### src/rsss_params.svh
`ifndef RSSS_PARAMS_SVH
`define RSSS_PARAMS_SVH

`define RSSS_CLK_PERIOD_NS 10
`define RSSS_LV_VALID_DELAY_NS 500
// least time, rounded up to whole cycles
`define RSSS_LV_VALID_CYCLES ((`RSSS_LV_VALID_DELAY_NS + `RSSS_CLK_PERIOD_NS - 1) / `RSSS_CLK_PERIOD_NS)
`define RSSS_CNT_W 7
`define RSSS_IO_REG_COUNT 8
`define RSSS_IO_ADDR_W 3
`define RSSS_IO_REG_RESET 8'h00
`define RSSS_UPPER_CS_W 3
`define RSSS_HIGH_ADDR_W 3

`endif

### src/rsss_pkg.sv
package rsss_pkg;

  typedef enum logic [2:0] {
    RSSS_IN_RESET = 3'h1,
    RSSS_SETTLE = 3'h2,
    RSSS_RUN = 3'h4
  } rsss_state_t;

  // one strobe-qualified bus access
  typedef struct packed {
    logic program_store_strobe;
    logic data_read_strobe;
    logic write_strobe;
    logic [2:0] io_addr;
    logic [7:0] wdata;
  } rsss_bus_t;

  // which array answers the current access
  typedef struct packed {
    logic eprom;
    logic sram;
    logic io;
  } rsss_select_t;

endpackage : rsss_pkg

### src/rsss_core.sv
// Functional notes
// - upper chip selects held high but undriven during reset; push-pull drives them high the cycle after release, low-voltage part floats them.
// - high address pins stay high-impedance inputs during reset and power-down.
// - signals valid at reset end; low-voltage part waits 500 ns more.
// - reset clears every bit of every I/O space register to zero.
// - program memory answers program-store strobe only, or either strobe by option.
// - SRAM and I/O never in program space only; default data space only.
// - an option lets SRAM answer both program and data space accesses.
// - inactive chip-select input disables inputs and forces power-down.
`timescale 1ns/100ps
`default_nettype none
`include "rsss_params.svh"

module rsss_core (
  // clock and reset
  input wire logic core_clk_i,
  input wire logic reset_i,
  // configuration
  input wire logic low_voltage_variant_i,
  input wire logic upper_cs_push_pull_i,
  input wire logic eprom_either_strobe_i,
  input wire logic sram_both_spaces_i,
  // power-down control, high is inactive
  input wire logic chip_select_in_i,
  // controller bus
  input wire rsss_pkg::rsss_bus_t bus_i,
  input wire logic io_register_space_select_i,
  input wire logic [`RSSS_UPPER_CS_W-1:0] cs_equation_i,
  input wire logic [`RSSS_HIGH_ADDR_W-1:0] high_address_inputs_i,
  // upper chip selects on the port c pins
  output logic [`RSSS_UPPER_CS_W-1:0] upper_chip_select_outputs_o,
  output logic [`RSSS_UPPER_CS_W-1:0] port_c_pins_oe_o,
  output logic [`RSSS_HIGH_ADDR_W-1:0] high_address_inputs_oe_o,
  // status and results
  output logic signals_valid_o,
  output logic power_down_o,
  output rsss_pkg::rsss_select_t select_o,
  output logic [7:0] io_rdata_o,
  output logic [7:0] power_mode_register_o
);
  import rsss_pkg::*;

  rsss_state_t state;
  rsss_state_t next_state;
  logic [`RSSS_CNT_W-1:0] settle_cnt;
  logic [`RSSS_CNT_W-1:0] next_settle_cnt;
  logic [7:0] io_regs [`RSSS_IO_REG_COUNT];
  logic [7:0] next_io_regs [`RSSS_IO_REG_COUNT];
  logic [`RSSS_UPPER_CS_W-1:0] next_cs_out;
  logic [`RSSS_UPPER_CS_W-1:0] next_cs_oe;
  logic [7:0] next_io_rdata;
  rsss_select_t next_select;
  logic next_power_down;
  logic inputs_live;

  assign inputs_live = !chip_select_in_i && (state == RSSS_RUN);

  // reset sequencing
  always_comb begin
    next_state = state;
    next_settle_cnt = settle_cnt;
    unique case (state)
      RSSS_IN_RESET: begin
        next_settle_cnt = '0;
        if (low_voltage_variant_i) begin
          next_state = RSSS_SETTLE;
        end else begin
          next_state = RSSS_RUN;
        end
      end
      RSSS_SETTLE: begin
        next_settle_cnt = settle_cnt + `RSSS_CNT_W'(1);
        if (settle_cnt >= `RSSS_CNT_W'(`RSSS_LV_VALID_CYCLES - 1)) begin
          next_state = RSSS_RUN;
        end
      end
      RSSS_RUN: begin
        next_state = RSSS_RUN;
      end
      default: begin
        next_state = RSSS_IN_RESET;
      end
    endcase
  end

  always_ff @(posedge core_clk_i) begin
    if (reset_i) begin
      state <= RSSS_IN_RESET;
      settle_cnt <= '0;
    end else begin
      state <= next_state;
      settle_cnt <= next_settle_cnt;
    end
  end

  // i/o register space; only a bus write changes it
  always_comb begin
    for (int i = 0; i < `RSSS_IO_REG_COUNT; i++) begin
      next_io_regs[i] = io_regs[i];
    end
    if (inputs_live && io_register_space_select_i && bus_i.write_strobe) begin
      next_io_regs[bus_i.io_addr] = bus_i.wdata;
    end
    next_io_rdata = io_regs[bus_i.io_addr];
  end

  genvar g;
  generate
    for (g = 0; g < `RSSS_IO_REG_COUNT; g++) begin : g_io_reg
      always_ff @(posedge core_clk_i) begin
        if (reset_i) begin
          io_regs[g] <= `RSSS_IO_REG_RESET;
        end else begin
          io_regs[g] <= next_io_regs[g];
        end
      end
    end
  endgenerate

  // power-down follows the chip-select input level
  always_comb begin
    next_power_down = chip_select_in_i;
  end

  // upper chip-select pins
  always_comb begin
    next_cs_out = {`RSSS_UPPER_CS_W{1'b1}};
    next_cs_oe = '0;
    if (state == RSSS_IN_RESET) begin
      // low-voltage part leaves the pins floating in reset
      if (upper_cs_push_pull_i && !low_voltage_variant_i) begin
        next_cs_oe = {`RSSS_UPPER_CS_W{1'b1}};
      end else begin
        next_cs_oe = '0;
      end
    end else begin
      // equations still drive the selects during power-down
      next_cs_out = cs_equation_i;
      if (upper_cs_push_pull_i) begin
        next_cs_oe = {`RSSS_UPPER_CS_W{1'b1}};
      end else begin
        // open-drain mode never drives from here
        next_cs_oe = '0;
      end
    end
  end

  // space decode; refused outside run or in power-down
  always_comb begin
    next_select = '0;
    if (inputs_live) begin
      next_select.eprom = bus_i.program_store_strobe ||
        (eprom_either_strobe_i && bus_i.data_read_strobe);
      next_select.sram = bus_i.data_read_strobe || bus_i.write_strobe ||
        (sram_both_spaces_i && bus_i.program_store_strobe);
      // i/o answers data space only, never program space
      next_select.io = io_register_space_select_i &&
        (bus_i.data_read_strobe || bus_i.write_strobe);
    end
  end

  // selects are inactive high while reset is asserted
  always_ff @(posedge core_clk_i) begin
    if (reset_i) begin
      upper_chip_select_outputs_o <= {`RSSS_UPPER_CS_W{1'b1}};
    end else begin
      upper_chip_select_outputs_o <= next_cs_out;
    end
  end

  always_ff @(posedge core_clk_i) begin
    if (reset_i) begin
      port_c_pins_oe_o <= '0;
    end else begin
      port_c_pins_oe_o <= next_cs_oe;
    end
  end

  always_ff @(posedge core_clk_i) begin
    if (reset_i) begin
      power_down_o <= 1'b0;
    end else begin
      power_down_o <= next_power_down;
    end
  end

  always_ff @(posedge core_clk_i) begin
    if (reset_i) begin
      select_o <= '0;
    end else begin
      select_o <= next_select;
    end
  end

  // read data lags the address by one edge
  always_ff @(posedge core_clk_i) begin
    if (reset_i) begin
      io_rdata_o <= `RSSS_IO_REG_RESET;
    end else begin
      io_rdata_o <= next_io_rdata;
    end
  end


  assign high_address_inputs_oe_o = '0;
  assign signals_valid_o = (state == RSSS_RUN);
  assign power_mode_register_o = io_regs[`RSSS_IO_REG_COUNT-1];

endmodule : rsss_core
`default_nettype wire

### config.mk
export PLATFORM = sky130hd
export DESIGN_NAME = rsss_core
export DESIGN_NICKNAME = d
export VERILOG_FILES = /design/src/rsss_pkg.sv /design/src/rsss_core.sv
export VERILOG_INCLUDE_DIRS = /design/src
export SDC_FILE = /design/constraint.sdc
export NUM_CORES = 1
export LEC_CHECK = 0
export BUFFER_PORTS_ARGS = -buffer_cell sky130_fd_sc_hd__buf_2
export CAP_MARGIN = 0
export CORE_ASPECT_RATIO = 1.4
export CORE_UTILIZATION = 35
export CTS_CLUSTER_SIZE = 8
export DETAILED_ROUTE_END_ITERATION = 16
export GPL_TIMING_DRIVEN = 0
export SYNTH_ARGS = -nofsm -noshare
export SYNTH_HDL_FRONTEND = slang
export SYNTH_SLANG_ARGS = --single-unit
export TNS_END_PERCENT = 50
### constraint.sdc
create_clock -name core_clk_i -period 5.9 [get_ports core_clk_i]
set_input_delay 1.18 -clock core_clk_i [delete_from_list [all_inputs] [get_ports core_clk_i]]
set_output_delay 1.18 -clock core_clk_i [all_outputs]
set_load 0.02 [all_outputs]
==> results.tsv <==
stage	metric	value	unit
run_status	status	completed	
place	postPlaceCellArea	0.00440	sq mm
synthesis	ys_seq_elements	90	
synthesis	async_reset_ff_frac	0	
finish	multi_input_area	0.00202	sq mm
global_route	antenna_found_initial	0	
route	wl_per_cell	16.9	microns
floorplan	die_h	129	microns
finish	mostFrequentLayoutCell	dfxtp_1	
setup_path	critPathSlowestCell	dfxtp_1	
synthesis	syn_area	0.00401	sq mm
setup_path	cp-start-kind	register	
route	viasPerCell	5.12	
sta	worst_slew_margin_rel	0.491	
clock_network	cts_setup_buffers	0	
floorplan	ios	58	
pwr	p_leak	1.76	nW
flow_run	maxCapViolCount	0	
pwr	pwr_density_cell	281	mW/mm^2
clock_network	cts_resized	0	
finish	num_antenna_cells	0	
route	dr.pass1.iters	4	
sta	hold_viol	0	
sta	fin_skew	0.00315	ns
route	via_count	3146	
clock_network	numClockSinks	90	
sta	tightest_slew	0.763	ns
pwr	vdd_drop_max	113	uV
finish	finish.utilization	0.428	
finish	n_fill_cell	1086	
place	place_hpwl	7320	microns
clock_network	cts-root-buf	clkbuf_16	
synthesis	synthFlopType	dfxtp_1	
worst_hold_path	whs_path_depth	2	
synthesis	postSynthAreaPerCell	9.68	sq um
clock_network	tritoncts	yes	
place	pre_cts_ws	2.65	ns
sta	slew_violations	0	
finish	syn_to_final_growth	17.3	%
setup_path	rr_worst_depth	6	
place	port_buffers	41	
clock_network	cts_buffers	9	
sta	setup_tns	0	ns
sta	final.period_utilization	0.493	
setup_path	arrival	1.73	ns
clock_network	cts_max_level	3	
synthesis	synth_edf_count	0	
floorplan	die_w	92.4	microns
finish	drive_above_1_share	0.178	
setup_path	end_kind	output port	
sta	finalSetupViolations	0	
worst_hold_path	min_path_type	reg2reg	
synthesis	seq_area_frac_synth	0.450	
floorplan	die_area	0.0119	sq mm
setup_path	required	4.72	ns
sta	setup_slack	2.99	ns
route	drcViolationCount	0	
synthesis	synth_top_area_cell	dfxtp_1	
global_route	grt_max_degree	16	
synthesis	yosys_warnings	0	
route	wl	10400	microns
route	dr.first_iter.drc_count	164	
sta	max_freq	0.344	GHz
floorplan	core_area	0.0110	sq mm
setup_path	r2r_start	state[0]	
setup_path	slowest_delay	0.35	ns
setup_path	path_cells	clkbuf_1 > inv_1 > nor3_1 > buf_2	
global_route	gr-total-overflow	0	
clock_network	clock_latency	0.34	ns
synthesis	synthCells	414	
setup_path	crit_type	reg2out	
worst_hold_path	min_to	io_regs[6][5]	
clock_network	path_clk_slew	0.06	ns
sta	period_minus_slack	2.91	ns
finish	regArea	0.00180	sq mm
worst_hold_path	hold_start	io_regs[6][5]	
synthesis	synth.distinct_cells	50	
route	final_antenna_net_count	0	
global_route	grt_pass1_wl	16700	microns
setup_path	crit_fanout	10	
setup_path	r2r_end	io_regs[6][0]	
global_route	grt_usage	0.186	
sta	rsz0062_at_grt	false	
place	gp_congestion	0.796	
floorplan	start_util	0.365	
synthesis	synthDominantCellAreaShare	0.450	
floorplan	num_rows	45	
finish	fin_area	0.00470	sq mm
clock_network	clockBufferDepth	2	
finish	layout_common_cells	90 x dfxtp_1, 80 x mux2i_1, 79 x nor2_1	
finish	final_nets	498	
clock_network	cts_hold_buf	0	
synthesis	yosys-top-cells-area	dfxtp_1 45%, mux2i_1 20%, nor2_1 7.4%	
global_route	first_global_vias	3181	
setup_path	r2r_slack	3.62	ns
## through the flow
| stage | power, mW | hold WS (ns) | std cells |
|---|---|---|---|
| final | 1.32 | 0.490 | 614 |
| after global routing | 1.37 | 0.511 | 614 |
| after CTS | 1.33 | 0.493 | 614 |
| after detailed placement | 0.750 | 0.478 | 598 |
| after global placement | 0.748 | 0.463 | 598 |
| after floorplan | 0.712 | 0.452 | 416 |
## logic make-up after synthesis
logic type,synth area share
flip-flops,0.450
AND/OR/NAND/NOR,0.195
adder cells (fa/ha/maj),0.00624
multiplexers,0.225
AO/OA/AOI/OAI,0.0743
buffers and inverters,0.0490
other,0.000936
## worst max-delay path by stage
stage	depth (start not counted)	to	from
floorplan	5	io_regs[1][0]	chip_select_in_i
global placement	6	io_rdata_o[5]	bus_i[10]
detailed placement	5	io_regs[6][0]	bus_i[10]
CTS	4	signals_valid_o	state[2]
global route	4	signals_valid_o	state[2]
finish	4	signals_valid_o	state[2]
## per-layer routing
metal,up-vias,global-route usage,part of all wire
met3,17,0.0366,0.036
met2,80,0.331,0.52
li1,1546,-,-
met4,0,0.0974,0.022
met5,-,0,0
met1,1503,0.209,0.42
## synthesized netlist by cell type, types with 2 or more instances
| cell type | count |
|---|---|
| nor3_1 | 7 |
| nand3_1 | 5 |
| nand2_1 | 15 |
| o22ai_1 | 5 |
| buf_1 | 10 |
| nor2b_1 | 3 |
| mux2i_1 | 80 |
| o31ai_1 | 2 |
| nand3b_1 | 3 |
| mux2_2 | 4 |
| mux4_2 | 2 |
| o21ai_0 | 6 |
| or4_1 | 2 |
| and2_1 | 2 |
| nor2_1 | 79 |
| o22a_1 | 2 |
| nor3_4 | 8 |
| or2_2 | 2 |
| nor4_1 | 3 |
| a22o_1 | 2 |
| or3b_2 | 2 |
| a21oi_1 | 15 |
| dfxtp_1 | 90 |
| ha_1 | 2 |
| a22oi_1 | 4 |
| nand2b_1 | 6 |
| a211oi_1 | 2 |
| buf_4 | 5 |
| or3_1 | 3 |
| inv_1 | 4 |
| clkbuf_1 | 20 |
## report_power, final
group | leakage, nW | switching (mW) | total [mW] | internal [mW]
registers | 0.726 | 0.00354 | 0.619 | 0.615
clock network | 0.149 | 0.242 | 0.583 | 0.340
logic | 0.881 | 0.0805 | 0.118 | 0.0376
total | 1.76 | 0.326 | 1.32 | 0.993
## critical path, delay by kind of cell, from the launching register on
family,cells,cell delay [ns]
buf+inv,3,0.68
simple gates,1,0.35
flops,1,0.35
## layout make-up
type,instances,area share
multi-input cells,285,0.429
flip-flops and latches,90,0.383
clock buffers,10,0.0508
repair buffers,41,0.0437
plain buffers,37,0.0386
well taps,141,0.0375
clock inverters,6,0.0138
inverters,4,0.00319
## state kept, by name, indices dropped and copies added, names as in the netlist
register	flops
power_down_o	1
port_c_pins_oe_o	1
io_rdata_o	8
select_o	3
state	3
io_regs	64
upper_chip_select_outputs_o	3
settle_cnt	7
Note: power is estimated with default switching activity, not from simulation.
